File: config.mk
export PLATFORM = sky130hd
export DESIGN_NAME = dac_channel
export DESIGN_NICKNAME = d
export VERILOG_FILES = /design/src/hdl/dac_pkg.sv /design/src/hdl/dac_channel.sv
export SDC_FILE = /design/constraint.sdc
export NUM_CORES = 1
export LEC_CHECK = 0
export BUFFER_PORTS_ARGS = -buffer_cell sky130_fd_sc_hd__buf_2
export CORE_MARGIN = 3
export CORE_UTILIZATION = 25
export DETAILED_ROUTE_END_ITERATION = 10
export GPL_TIMING_DRIVEN = 0
export PLACE_DENSITY = 0.54
export SLEW_MARGIN = 20
export SYNTH_ARGS = -nofsm -noshare
export SYNTH_HDL_FRONTEND = slang
export SYNTH_SLANG_ARGS = --single-unit
File: constraint.sdc
create_clock -name hclk -period 3.4 [get_ports hclk]
set_input_delay 0.51 -clock hclk [delete_from_list [all_inputs] [get_ports hclk]]
set_output_delay 0.51 -clock hclk [all_outputs]
set_load 0.02 [all_outputs]
File: src/hdl/dac_pkg.sv
/*
  Constants, register map and field layout of the dual action submodule.
  Assumes one clock domain (hclk) shared with the time-base buses.
*/
// What this block does
// - Mode 0000 disables the channel; 0001 measures pulse width, 16 bits.
// - Mode 0010 measures period; 0011 is plain input capture, both 16 bits.
// - Mode 0100 is output compare; only a channel B match sets the flag.
// - Mode 0101 is output compare; an A or B match sets the flag.
// - Modes 1000-1111 are PWM with 16,15,14,13,12,11,9,7 bits resolution.
// - Channel A data is a 16-bit register whose meaning follows the mode.
// - While disabled, channel A data stays readable and writable for preload.
// - In pulse-width mode channel A holds the trailing-edge time-base capture.
// - In period and capture modes channel A holds the latest selected edge.
// - In compare modes channel A holds the leading-edge compare value.
// - In compare modes a channel A write arms its comparator until a match.
// - In PWM mode channel A holds the leading-edge compare value.
// - Channel B accesses reach the first or second buffer by mode.
// - Event flag set per mode on captures and matches, held clear when disabled.
// - Polarity picks capture edges, B opposite in pulse width; output action.
// - Polarity 0: A match drives high, B low; polarity 1 reverses both.
// - B reaches first buffer in disabled/PWM, copied to second at each A match in PWM.
package dac_pkg;

  localparam logic [7:0] DAC_OFS_CTRL = 8'h00;
  localparam logic [7:0] DAC_OFS_A    = 8'h04;
  localparam logic [7:0] DAC_OFS_B    = 8'h08;
  localparam logic [7:0] DAC_OFS_STAT = 8'h0c;
  localparam logic [7:0] DAC_OFS_MASK = 8'h10;

  // Control register field positions, then the flag bit of the status and mask registers.
  localparam int DAC_POS_MODE  = 0;
  localparam int DAC_POS_EDGE_POL   = 4;
  localparam int DAC_POS_FORCE_A    = 5;
  localparam int DAC_POS_FORCE_B    = 6;
  localparam int DAC_POS_OPEN_DRAIN = 7;
  localparam int DAC_POS_BUS_SEL    = 8;
  localparam int DAC_POS_PIN   = 9;
  localparam int DAC_POS_FLAG  = 0;

  localparam logic [3:0]  DAC_MODE_OFF     = 4'h0;
  localparam logic [3:0]  DAC_MODE_PULSE   = 4'h1;
  localparam logic [3:0]  DAC_MODE_PERIOD  = 4'h2;
  localparam logic [3:0]  DAC_MODE_CAPTURE = 4'h3;
  localparam logic [3:0]  DAC_MODE_CMP_B   = 4'h4;
  localparam logic [3:0]  DAC_MODE_CMP_AB  = 4'h5;
  localparam logic [3:0]  DAC_MODE_PWM16 = 4'h8;

  localparam logic [15:0] DAC_DATA_RST = 16'h0000;
  localparam logic [31:0] DAC_RD_ZERO  = 32'h0000_0000;

  typedef struct packed {
    logic       bus_sel;
    logic       open_drain;
    logic       edge_pol;
    logic [3:0] mode;
  } dac_ctrl_type;

  localparam dac_ctrl_type DAC_CTRL_RST = '{bus_sel: 1'b0, open_drain: 1'b0, edge_pol: 1'b0,
                                            mode: 4'h0};

endpackage

File: src/hdl/dac_channel.sv
/*
  Dual action capture/compare channel with an AHB-Lite register slave.
  Assumes both time-base buses run on hclk; the pin input is asynchronous.
*/
// Implementation choices: the placing of the registers and register access over AHB-Lite.
`timescale 1ns/1ps
module dac_channel
  import dac_pkg::*;
(
  input  wire logic        hclk,
  input  wire logic        hresetn,
  input  wire logic        hsel,
  input  wire logic [31:0] haddr,
  input  wire logic [1:0]  htrans,
  input  wire logic        hwrite,
  input  wire logic [2:0]  hsize,
  input  wire logic [31:0] hwdata,
  input  wire logic        hready,
  output logic      [31:0] hrdata,
  output logic             hreadyout,
  output logic             hresp,
  input  wire logic [15:0] tb_bus_a,
  input  wire logic [15:0] tb_bus_b,
  input  wire logic        pin_in,
  output logic             pin_out,
  output logic             pin_oe_n,
  output logic             irq
);

  // ----------------------------------------------------------------
  // Bus slave
  // ----------------------------------------------------------------
  logic        wr_pend_q;
  logic        rd_pend_q;
  logic [7:0]  addr_q;
  logic [31:0] hrdata_q;
  logic [31:0] rd_mux;

  // Reads take one wait state so that a write in the previous data phase
  // is always visible to the following read.
  wire addr_ok = hsel & htrans[1] & hready;

  always_ff @(posedge hclk or negedge hresetn) begin
    if (!hresetn) begin
      wr_pend_q <= 1'b0;
      rd_pend_q <= 1'b0;
      addr_q    <= 8'h00;
    end else begin
      wr_pend_q <= addr_ok & hwrite;
      rd_pend_q <= addr_ok & ~hwrite;
      if (addr_ok) begin
        addr_q <= haddr[7:0];
      end
    end
  end

  always_ff @(posedge hclk or negedge hresetn) begin
    if (!hresetn) begin
      hrdata_q <= DAC_RD_ZERO;
    end else if (rd_pend_q) begin
      hrdata_q <= rd_mux;
    end
  end

  assign hrdata    = hrdata_q;
  assign hreadyout = ~rd_pend_q;
  assign hresp     = 1'b0;

  wire wr_ctrl = wr_pend_q & (addr_q == DAC_OFS_CTRL);
  wire wr_a    = wr_pend_q & (addr_q == DAC_OFS_A);
  wire wr_b    = wr_pend_q & (addr_q == DAC_OFS_B);
  wire wr_stat = wr_pend_q & (addr_q == DAC_OFS_STAT);
  wire wr_mask = wr_pend_q & (addr_q == DAC_OFS_MASK);

  // ----------------------------------------------------------------
  // Control state
  // ----------------------------------------------------------------
  dac_ctrl_type ctrl_q;
  logic         mask_q;
  logic         flag_q;
  logic [15:0]  a_q;
  logic [15:0]  b_first_q;
  logic [15:0]  b_second_q;
  logic         arm_a_q;
  logic         arm_b_q;
  logic         first_q;
  logic         ff_q;
  logic [15:0]  tb_prev_q;

  always_ff @(posedge hclk or negedge hresetn) begin
    if (!hresetn) begin
      ctrl_q <= DAC_CTRL_RST;
      mask_q <= 1'b0;
    end else begin
      if (wr_ctrl) begin
        ctrl_q.mode  <= hwdata[DAC_POS_MODE +: 4];
        ctrl_q.edge_pol   <= hwdata[DAC_POS_EDGE_POL];
        ctrl_q.open_drain <= hwdata[DAC_POS_OPEN_DRAIN];
        ctrl_q.bus_sel    <= hwdata[DAC_POS_BUS_SEL];
      end
      if (wr_mask) begin
        mask_q <= hwdata[DAC_POS_FLAG];
      end
    end
  end

  // ----------------------------------------------------------------
  // Mode decode
  // ----------------------------------------------------------------
  wire m_off     = (ctrl_q.mode == DAC_MODE_OFF);
  wire m_pulse   = (ctrl_q.mode == DAC_MODE_PULSE);
  wire m_period  = (ctrl_q.mode == DAC_MODE_PERIOD);
  wire m_capture = (ctrl_q.mode == DAC_MODE_CAPTURE);
  wire m_cmp_b   = (ctrl_q.mode == DAC_MODE_CMP_B);
  wire m_cmp_ab  = (ctrl_q.mode == DAC_MODE_CMP_AB);
  wire m_pwm     = ctrl_q.mode[3];
  wire m_oc      = m_cmp_b | m_cmp_ab;
  wire m_out     = m_oc | m_pwm;
  wire m_in      = m_pulse | m_period | m_capture;

  // Codes 0110 and 0111 are unused: the channel then neither captures nor
  // compares, but registers stay accessible.

  // Reduced PWM resolution drops upper time-base bits.
  logic [15:0] res_mask;
  always_comb begin
    unique case (ctrl_q.mode[2:0])
      3'h0:    res_mask = 16'hffff;
      3'h1:    res_mask = 16'h7fff;
      3'h2:    res_mask = 16'h3fff;
      3'h3:    res_mask = 16'h1fff;
      3'h4:    res_mask = 16'h0fff;
      3'h5:    res_mask = 16'h07ff;
      3'h6:    res_mask = 16'h01ff;
      default: res_mask = 16'h007f;
    endcase
  end

  // ----------------------------------------------------------------
  // Pin input synchroniser and edge detection
  // ----------------------------------------------------------------
  logic pin_s1_q;
  logic pin_s2_q;
  logic pin_s3_q;

  always_ff @(posedge hclk or negedge hresetn) begin
    if (!hresetn) begin
      pin_s1_q <= 1'b0;
      pin_s2_q <= 1'b0;
      pin_s3_q <= 1'b0;
    end else begin
      pin_s1_q <= pin_in;
      pin_s2_q <= pin_s1_q;
      pin_s3_q <= pin_s2_q;
    end
  end

  wire rise   = pin_s2_q & ~pin_s3_q;
  wire fall   = ~pin_s2_q & pin_s3_q;
  wire edge_a = ctrl_q.edge_pol ? fall : rise;
  wire edge_b = ctrl_q.edge_pol ? rise : fall;

  // ----------------------------------------------------------------
  // Time base and comparators
  // ----------------------------------------------------------------
  wire [15:0] tb     = ctrl_q.bus_sel ? tb_bus_b : tb_bus_a;
  // A slow time base holds one value for many cycles; a match acts once.
  wire        tb_new = (tb != tb_prev_q);
  wire [15:0] cmp_m  = m_pwm ? res_mask : 16'hffff;
  wire        eq_a   = ((tb & cmp_m) == (a_q & cmp_m));
  wire        eq_b   = ((tb & cmp_m) == (b_second_q & cmp_m));

  wire match_a = tb_new & eq_a & ((m_oc & arm_a_q) | m_pwm);
  wire match_b = tb_new & eq_b & ((m_oc & arm_b_q) | m_pwm);

  wire cap_pulse_lead  = m_pulse & edge_a;
  wire cap_pulse_trail = m_pulse & edge_b;
  wire cap_a           = cap_pulse_trail | ((m_period | m_capture) & edge_a);

  wire force_a = wr_ctrl & m_out & hwdata[DAC_POS_FORCE_A];
  wire force_b = wr_ctrl & m_out & hwdata[DAC_POS_FORCE_B];
  wire act_a   = match_a | force_a;
  wire act_b   = match_b | force_b;

  // ----------------------------------------------------------------
  // Data registers
  // ----------------------------------------------------------------
  wire b_to_first = m_off | m_pwm;

  always_ff @(posedge hclk or negedge hresetn) begin
    if (!hresetn) begin
      a_q <= DAC_DATA_RST;
    end else if (cap_a) begin
      a_q <= tb;
    end else if (wr_a) begin
      a_q <= hwdata[15:0];
    end
  end

  always_ff @(posedge hclk or negedge hresetn) begin
    if (!hresetn) begin
      b_first_q <= DAC_DATA_RST;
    end else if (cap_pulse_lead) begin
      b_first_q <= tb;
    end else if (wr_b & b_to_first) begin
      b_first_q <= hwdata[15:0];
    end
  end

  // The second buffer takes the leading-edge capture at the trailing edge
  // so that software reads a consistent pulse pair.
  always_ff @(posedge hclk or negedge hresetn) begin
    if (!hresetn) begin
      b_second_q <= DAC_DATA_RST;
    end else if (cap_pulse_trail) begin
      b_second_q <= b_first_q;
    end else if ((m_period | m_capture) & edge_a) begin
      b_second_q <= a_q;
    end else if (m_pwm & match_a) begin
      b_second_q <= b_first_q;
    end else if (wr_b & ~m_pwm) begin
      b_second_q <= hwdata[15:0];
    end
  end

  // ----------------------------------------------------------------
  // Comparator arming and first-edge tracking
  // ----------------------------------------------------------------
  always_ff @(posedge hclk or negedge hresetn) begin
    if (!hresetn) begin
      arm_a_q   <= 1'b0;
      arm_b_q   <= 1'b0;
      first_q   <= 1'b1;
      tb_prev_q <= DAC_DATA_RST;
    end else begin
      tb_prev_q <= tb;
      if (wr_ctrl) begin
        arm_a_q <= 1'b0;
        arm_b_q <= 1'b0;
        first_q <= 1'b1;
      end else begin
        if (wr_a & m_oc) begin
          arm_a_q <= 1'b1;
        end else if (match_a) begin
          arm_a_q <= 1'b0;
        end
        if (wr_b & m_oc) begin
          arm_b_q <= 1'b1;
        end else if (match_b) begin
          arm_b_q <= 1'b0;
        end
        if (m_period & edge_a) begin
          first_q <= 1'b0;
        end
      end
    end
  end

  // ----------------------------------------------------------------
  // Event flag and interrupt
  // ----------------------------------------------------------------
  logic flag_set;
  always_comb begin
    flag_set = 1'b0;
    if (m_pulse | m_capture) begin
      flag_set = cap_a;
    end else if (m_period) begin
      flag_set = edge_a & ~first_q;
    end else if (m_cmp_b) begin
      flag_set = match_b;
    end else if (m_cmp_ab) begin
      flag_set = match_a | match_b;
    end else if (m_pwm) begin
      flag_set = match_a;
    end
  end

  wire flag_clr = wr_stat & hwdata[DAC_POS_FLAG];
  // Selecting the disabled mode clears the flag at once, so irq drops with it.
  wire go_off   = wr_ctrl & (hwdata[DAC_POS_MODE +: 4] == DAC_MODE_OFF);

  // A new event wins over a status-register clear in the same cycle; disabling wins over both.
  always_ff @(posedge hclk or negedge hresetn) begin
    if (!hresetn) begin
      flag_q <= 1'b0;
    end else if (m_off | go_off) begin
      flag_q <= 1'b0;
    end else begin
      flag_q <= flag_set | (flag_q & ~flag_clr);
    end
  end

  assign irq = flag_q & mask_q;

  // ----------------------------------------------------------------
  // Output flip-flop and pin drive
  // ----------------------------------------------------------------
  // Both forces together reset the flip-flop, as does a simultaneous match.
  always_ff @(posedge hclk or negedge hresetn) begin
    if (!hresetn) begin
      ff_q <= 1'b0;
    end else if (act_b) begin
      ff_q <= 1'b0;
    end else if (act_a) begin
      ff_q <= 1'b1;
    end
  end

  wire out_lvl = ff_q ^ ctrl_q.edge_pol;

  assign pin_out  = m_out & out_lvl;
  // In open-drain operation the pin is only driven while low.
  assign pin_oe_n = ~(m_out & (~ctrl_q.open_drain | ~out_lvl));

  // ----------------------------------------------------------------
  // Read multiplexer
  // ----------------------------------------------------------------
  wire        pin_stat = m_out ? out_lvl : pin_s2_q;
  wire [15:0] b_rd     = b_to_first ? b_first_q : b_second_q;

  always_comb begin
    rd_mux = DAC_RD_ZERO;
    unique case (addr_q)
      DAC_OFS_CTRL: begin
        rd_mux[DAC_POS_MODE +: 4]  = ctrl_q.mode;
        rd_mux[DAC_POS_EDGE_POL]   = ctrl_q.edge_pol;
        rd_mux[DAC_POS_OPEN_DRAIN] = ctrl_q.open_drain;
        rd_mux[DAC_POS_BUS_SEL]    = ctrl_q.bus_sel;
        rd_mux[DAC_POS_PIN]       = pin_stat;
      end
      DAC_OFS_A:    rd_mux[15:0]          = a_q;
      DAC_OFS_B:    rd_mux[15:0]          = b_rd;
      DAC_OFS_STAT: rd_mux[DAC_POS_FLAG]  = flag_q;
      DAC_OFS_MASK: rd_mux[DAC_POS_FLAG]  = mask_q;
      default:      rd_mux                = DAC_RD_ZERO;
    endcase
  end

  // Unused bus inputs are part of the protocol but carry no meaning here.
  wire unused_ok = &{1'b0, hsize, haddr[31:8], m_in};

endmodule

==> results.md, run 1 <==
Status:
- The flow ran to the end, and the final reports show no timing, DRC or antenna violations.

Clock network:
- Clock tree synthesis selected as its root buffer the cell clkbuf_16.
- The number of sinks handled by clock tree synthesis is 106.
- The number of buffers inserted for hold repair after clock tree synthesis is 0.
- TritonCTS built the clock tree.
- Clock-pin slew was measured on the worst setup and hold paths at 70 ps.
- The maximum number of buffers from clock root to sink is 2.
- The number of CTS-inserted buffers is 9.
- The total number of H-tree levels is 3.
- For the worst-skew pair, the clock arrives at the later sink with an insertion delay of 360 ps.

Floorplan:
- 144 I/O pins were placed.
- The effective utilization at floorplan is 25.87%.
- The area inside the core boundary is 24,680 µm².
- The die extent in y is 165.8 µm.
- The die footprint is 27,490 µm².
- The number of rows created at floorplan is 57.
- The horizontal die dimension is 165.8 µm.

Place:
- Port buffering added 82 buffers.
- Routability-driven placement finished with a final weighted congestion of 0.9133.
- The cell area reported after detailed placement is 7307 µm².
- Detailed placement finished with a half-perimeter wire length of 16,120 µm.
- Counting tap cells, the placed design contains a total of 1,052 instances.

Power:
- Across the VDD grid, the largest voltage drop is 247.4 µV.
- Power spread over the standard cell area amounts to 607.3 nW/µm².
- Summing internal, switching and leakage power gives 0.004722 W.
- In this run the static leakage power is 3.440 nW.

Critical path:
- The endpoint required time on the critical path is 3650 ps.
- Walking the worst path, the cells encountered are clkbuf_1 > nor4b_1 > a21boi_4 > nor2_1 > clkbuf_2 > clkbuf_1 > a311o_1 > mux2_2.
- The kind of critical path is register to register.
- STA classifies the critical path endpoint as a register.
- The type of origin of the critical path is a register.
- The peak per-stage delay on the critical path is 450 ps.
- The slowest stage of the critical path is the clkbuf_1 cell.
- Counting stages on the worst path, the most repeated cell is clkbuf_1.
- STA puts the critical path data arrival time at 3480 ps.
- In this run the worst path has a maximum fanout of 10.

Timing:
- The final number of setup-violating endpoints is 0.
- The actual slew at the worst max-slew pin is 773.5 ps.
- The maximum achievable frequency is 0.3097 GHz.
- Setup repair after global routing left no endpoint under its margin.
- The number of max-slew violations in the final report came to 0.
- The routed design could run at a clock period as short as 3229 ps.
- In the final timing run, aggregate negative setup slack is 0 ps.
- The setup clock skew after layout is 10.09 ps.
- The final hold violation count is 0.
- Dividing the final minimum period by the clock period gives 94.96%.
- The worst slew margin relative to its limit is 48.25%.

Yosys:
- The proportion of netlist area held by the largest area contributor is 41.16%.
- Sorting the synthesized cells by area gives the leading types as dfrtp_1, mux2_2, xnor2_1, nor2_1, mux2i_1.
- The most used flip-flop cell after synthesis is dfrtp_1.
- The count of yosys warnings during synthesis is 0.
- Synthesis inferred 106 register bits.
- The number of instances in the synthesized netlist is 628.
- The sequential element share of the synthesized area is 41.57%.
- The share of flip-flops with an asynchronous set or reset after synthesis is 100.0%.
- A synthesized cell averages 10.17 µm².
- After synthesis, the most frequently instantiated cells are dfrtp_1, nor2_1, nand2_1.
- The cell with the most instances after synthesis is dfrtp_1.
- The most area-hungry cell type in the Yosys netlist is dfrtp_1.
- The number of distinct standard cells referenced by the synthesized netlist is 63.
- In this run, synthesis inferred 0 flip-flops with an integrated enable.
- In this run the cell area of the synthesized design comes to 6384 µm².

Drt:
- Using the TritonRoute via totals, the vias-per-cell ratio works out to 5.064.
- The pre-antenna-repair detailed-routing pass consisted of 6 iterations.
- The via count is 5,439.
- For this block, the routed nets add up to 20,920 µm of wire.
- The detailed-route wire length per cell is 19.48 µm.
- After the first detailed-routing iteration, the DRC count stood at 343.
- The count of nets left with antenna violations once routing finished came out at 0.
- The final routed DRC violation total is 0.

Layout:
- The number of nets in the final layout is 852.
- The total inserted antenna cells is 0.
- The synthesis-to-finish area growth is 21.82%.
- The share of cells above drive strength 1 is 27.47%.
- For this run, the number of standard cells in the final layout without fillers is 1,074.
- The post-route standard cell area excluding fillers is 7776 µm².

Worst hold path:
- The min-delay analysis places its worst path in the category input port to asynchronous set/reset pin.

Run:
- Max-cap violations in this run came to 0.

Global route:
- The total routing resource utilization after global routing is 15.18%.
- The via count of the first global-routing pass was 5,559.
- The global-route wire length before repair is 32,780 µm.
- Entering global routing, the biggest net connects 65 pins.
- Summed over all layers, the global routing overflow is 0.
- The number of antenna violations at the first check in global routing is 0.
path summary, 6_finish.rpt:
check / to / cells past startpoint / startpoint / slack, ps
worst max-delay path: b_second_q[15] / 8 / ctrl_q[0] / 170
worst min-delay path: addr_q[6] / 1 / hresetn / 60
worst max register to register: b_second_q[15] / 8 / ctrl_q[0] / 170
worst min register to register: pin_s2_q / 0 / pin_s1_q / 350
max in group asynchronous: b_second_q[9] / 2 / hresetn / 2630
min in group hclk: pin_s1_q / 1 / pin_in / 250
cell type report:
type | count | area, µm²
multi-input cells | 460 | 3467
repair buffers | 91 | 504.2
well taps | 324 | 405.4
plain buffers | 55 | 324.1
fillers | 2655 | 16900
flip-flops and latches | 106 | 2654
clock buffers | 13 | 270.3
clock inverters | 3 | 68.82
inverters | 22 | 82.58
routing by layer:
metal / wire length [µm] / track usage (%) / vias to the layer above / share of wire, %
li1: - / - / 2506 / -
met1: 9339 / 20.32 / 2716 / 45
met2: 9943 / 24.75 / 173 / 48
met3: 968 / 2.737 / 44 / 4.6
met4: 670 / 5.353 / 0 / 3.2
met5: 0 / 0 / - / 0
what timing repair did:
action / CTS / global route
setup endpoints to repair: 18 / 25
pin swaps: 3 / 0
setup buffers: 2 / 5
cloned: 0 / 0
gates resized for setup: 9 / 7
sequential cells by signal, summed over array words and instances, names as in the netlist:
name	count
arm_a_q	1
flag_q	1
hrdata	16
addr_q	8
ctrl_q	7
tb_prev_q	16
arm_b_q	1
b_second_q	16
rd_pend_q	1
first_q	1
mask_q	1
wr_pend_q	1
ff_q	1
a_q	16
pin_s3_q	1
b_first_q	16
pin_s2_q	1
pin_s1_q	1
worst max-delay path, delay by kind of cell (launching register included):
kind	cells	cell delay, ps
and+or+nand+nor	2	510
DFF	1	420
buffers and inverters	3	1070
muxes	1	260
AOI/OAI and AO/OA	2	850
report_power, final:
group          switching (W)  internal, W  total, W
registers           0.000426      0.00161   0.00204
logic               0.000760     0.000713   0.00147
clock network       0.000499     0.000710   0.00121
total                0.00168      0.00304   0.00472
cell families after synthesis:
logic type      count (synthesis)  synth area share, %
xor+xnor                       44                6.037
other cells                     1              0.05874
buf+inv                        78                6.370
compound gates                147                16.91
flops                         106                41.57
simple gates                  172                13.11
mux                            80                15.93
per-stage QoR:
| stage | utilization, % | hold slack (ps) | setup WS (ps) |
|---|---|---|---|
| after detailed placement | 29.61 | 336.3 | -341.3 |
| after CTS | 31.22 | 74.30 | 2.039 |
| after global placement | 29.42 | 336.6 | -350.6 |
| after global routing | 31.51 | 88.35 | 16.03 |
| after floorplan | - | 214.4 | 533.2 |
| final | 31.51 | 60.74 | 171.3 |
layout by cell type (no fill, tap or decap), types with 21 or more instances in the layout:
master and count:
xnor2_1 28, nand2_1 44, inv_1 22, buf_2 83, a21oi_1 38, o21ai_0 21
dfrtp_1 105, mux2_2 38, nor2_1 59, clkbuf_1 28, buf_4 26
No activity file was read; power rests on OpenSTA's default activity.
==> inputs of run 2 (changes only) <==
Settings changed: CORE_UTILIZATION 25 to 38, PLACE_DENSITY 0.54 to 0.7, SETUP_SLACK_MARGIN set to 0.3.
==> run 2 against run 1 <==
  * Largest cell class unchanged
  * Cell count is 8.8% lower
  * Critical endpoint unchanged
  * Combinational power rose by 5%
  * Utilization increased by 17 points
  * Register-to-register slack improved by 170 ps
  * Total power down 2.3%
  * Sequential cell count unchanged
==> results.md, run 2 (synthesized netlist as in run 1, its figures left out) <==
Critical path:
- The highest net fanout along the worst path is 10 (unchanged).
- Walking the worst path, the cells encountered are buf_12 > buf_16 > mux2i_4 > xnor2_2 > o31ai_2 > nand4_1 > or3_4 > buf_8 > o211ai_4 > buf_8 > mux2_2.
- The source of the critical timing path is ctrl_q[6].
- The data arrival time at the worst-slack endpoint is 3310 ps (-170 ps).
- The start of the worst register-to-register path is ctrl_q[6].
- The kind of critical path is register to register.
- The endpoint required time on the critical path is 3650 ps (about the same).
- Counting stages on the worst path, the most repeated cell is buf_8.
- The peak per-stage delay on the critical path is 420 ps (-30 ps).
- The kind of cell adding the most delay to the critical path is buffers and inverters.
- STA classifies the critical path startpoint as a register.
- The worst path buffer plus inverter count is 4 (+1).
- Among all stages on the critical path, the largest delay is contributed by dfrtp_2.
- The kind of capture point of the worst setup path is a register.

Floorplan:
- The effective utilization at floorplan is 39.47% (+14 points).
- The die extent in y is 135.6 µm (-18%).
- The area inside the core boundary is 16,170 µm² (-34%).
- The number of primary I/O pins was 144 (unchanged).
- The die footprint is 18,390 µm² (-33%).
- The number of rows created at floorplan is 46 (-19%).
- The horizontal die dimension came to 135.6 µm (-18%).

Clock network:
- The number of buffers inserted for hold repair after clock tree synthesis was 0 (unchanged).
- The CTS tree is done.
- The number of CTS-inserted buffers is 9 (unchanged).
- The maximum number of buffers from clock root to sink is 2 (unchanged).
- In this run the clock root is driven by a clkbuf_16.
- The total number of H-tree levels came to 3 (unchanged).
- The clock-pin slew of the registers on the worst-case setup and hold paths is 80 ps (about the same).
- The clock latency on the worst-skew pair is 370 ps (about the same).
- The number of sinks handled by clock tree synthesis is 106 (unchanged).

Layout:
- The total inserted antenna cells is 0 (unchanged).
- Leaving out fill and tap cells, the most frequent cell in the layout is dfrtp_1.
- The number of nets in the final layout is 866 (+1.6%).
- The share of the core filled with cells is 48.50% (+17 points).
- The share of cells above drive strength 1 is 30.63% (+3.2 points).
- The synthesis-to-finish area growth is 22.87%.
- Leaving out fill and tap cells, the most frequent cells in the layout are dfrtp_1, buf_2, nor2_1.
- The post-route standard cell area excluding fillers came to 7844 µm² (+0.87%).

Timing:
- The maximum achievable frequency was 0.3269 GHz (+5.6%).
- The final period demand of the worst path came to 3059 ps (-169.9 ps).
- Setup repair after global routing could not meet its margin everywhere.
- The worst slew margin relative to its limit came to 36.04% (-12 points).
- The final hold violation count is 0 (unchanged).
- The final number of setup-violating endpoints is 0 (unchanged).
- The actual slew at the worst max-slew pin is 951.5 ps (+178.1 ps).
- The period utilization came to 89.97% (-5.0 points).
- The number of max-slew violations in the final report is 0 (unchanged).
- The setup clock skew after layout is 14.01 ps (+3.925 ps).

Global route:
- The number of antenna violations at the first check in global routing came to 0 (unchanged).
- The via count of the first global-routing pass came to 5,497 (-1.1%).
- The global-route wire length before repair is 30,480 µm (-7.0%).
- The pin count of the biggest net entering global routing is 65 (unchanged).
- The aggregate global routing overflow is 0 (unchanged).
- The total routing resource utilization after global routing is 21.69% (+6.5 points).

Drt:
- The antenna violation net count after detailed routing is 0 (unchanged).
- The initial DRC count is 538 (+57%).
- The detailed-routing iteration count for the pre-antenna-repair pass is 5 (-1).
- The final routed DRC violation total was 0 (unchanged).
- The total detailed-routing wirelength is 19,880 µm (-5.0%).
- The via count is 5,595 (+2.9%).
- The via density per instance was 5.709 (+13%).
- The detailed-route wire length per cell is 20.29 µm (+4.1%).

Status:
- The flow ran to the end, and the final reports show no timing, DRC or antenna violations.

Place:
- The count of port buffers added during placement is 82 (unchanged).
- The final weighted congestion in routability-driven placement is 1.010 (+11%).
- The HPWL reported at the end of detailed placement was 14,670 µm (-9.0%).
- The cell area reported after detailed placement came to 7164 µm² (-2.0%).

Power:
- The leakage component of the power is 3.523 nW (+2.4%).
- The worst voltage drop across the vdd grid is 261.8 µV (+5.8%).
- The power density over the cells is 588.2 nW/µm² (-3.1%).
- The overall power is 0.004614 W (-2.3%).

Run:
- The number of max-capacitance violations reported was 0 (unchanged).

Worst hold path:
- In this run the worst hold path is classified as input port to asynchronous set/reset pin.
==> run 2: changes by cell type in the layout (fill, tap and decap cells not counted), sizes merged <==
cell      before  now
bufinv         2    0
buf          118  130
clkinv         0    2
clkinvlp       0    2
inv           23   25
clkbuf        41   39
==> run 2: cell type report <==
cell class	count	area, µm²
Fill cell	1513	8329
Timing Repair Buffer	104	653.1
Clock buffer	9	225.2
Tap cell	216	270.3
Inverter	22	82.58
Multi-Input combinational cell	460	3540
Clock inverter	7	60.06
Sequential cell	106	2655
Buffer	56	357.8
==> run 2: repair_timing <==
item,4_1_cts,5_1_grt
gates resized for setup,13,29
setup buffers,8,11
setup endpoints to repair,34,41
gates cloned,0,2
pin swaps,2,3
==> run 2: metal layers <==
layer | up-vias | wire length [µm] | GRT usage [%]
li1 | 2548 | - | -
met1 | 2694 | 8139 | 28.64
met2 | 286 | 9172 | 33.82
met3 | 67 | 1687 | 4.941
met4 | 0 | 882 | 10.25
met5 | - | 0 | 0
==> run 2: through the flow <==
stage                     hold WS, ps  worst slack, ps  setup TNS (ps)  cells
after floorplan                 214.4            533.2               0    644
after global placement          334.0           -291.7           -3441    942
after detailed placement        338.7           -277.0           -3020    943
after CTS                       66.36            270.0               0    967
after global routing            83.37            289.7               0    980
final                           61.38            341.2               0    980
==> run 2: power breakdown <==
group / switching (W) / internal, W / total [W]
clock network: 0.000510 / 0.000510 / 0.00102
logic: 0.000783 / 0.000763 / 0.00155
registers: 0.000433 / 0.00162 / 0.00205
total: 0.00173 / 0.00289 / 0.00461
==> run 2: path summary, 6_finish.rpt <==
path	to	slack, ps	depth (start not counted)
hold reg to reg	pin_s2_q	350	0
min in group hclk	pin_s1_q	250	1
max in group asynchronous	first_q	2650	2
setup / recovery	b_second_q[15]	340	11
setup reg to reg	b_second_q[15]	340	11
hold / removal	tb_prev_q[9]	60	1
==> run 2: worst reg2reg max path, delay by kind of cell, from the launching register on <==
kind                      cells  cell delay (ps)
DFF                           1              420
xor gates and xnor gates      1              100
buffers and inverters         4              710
AOI/OAI and AO/OA             2              450
muxes                         2              690
and+or+nand+nor               2              590
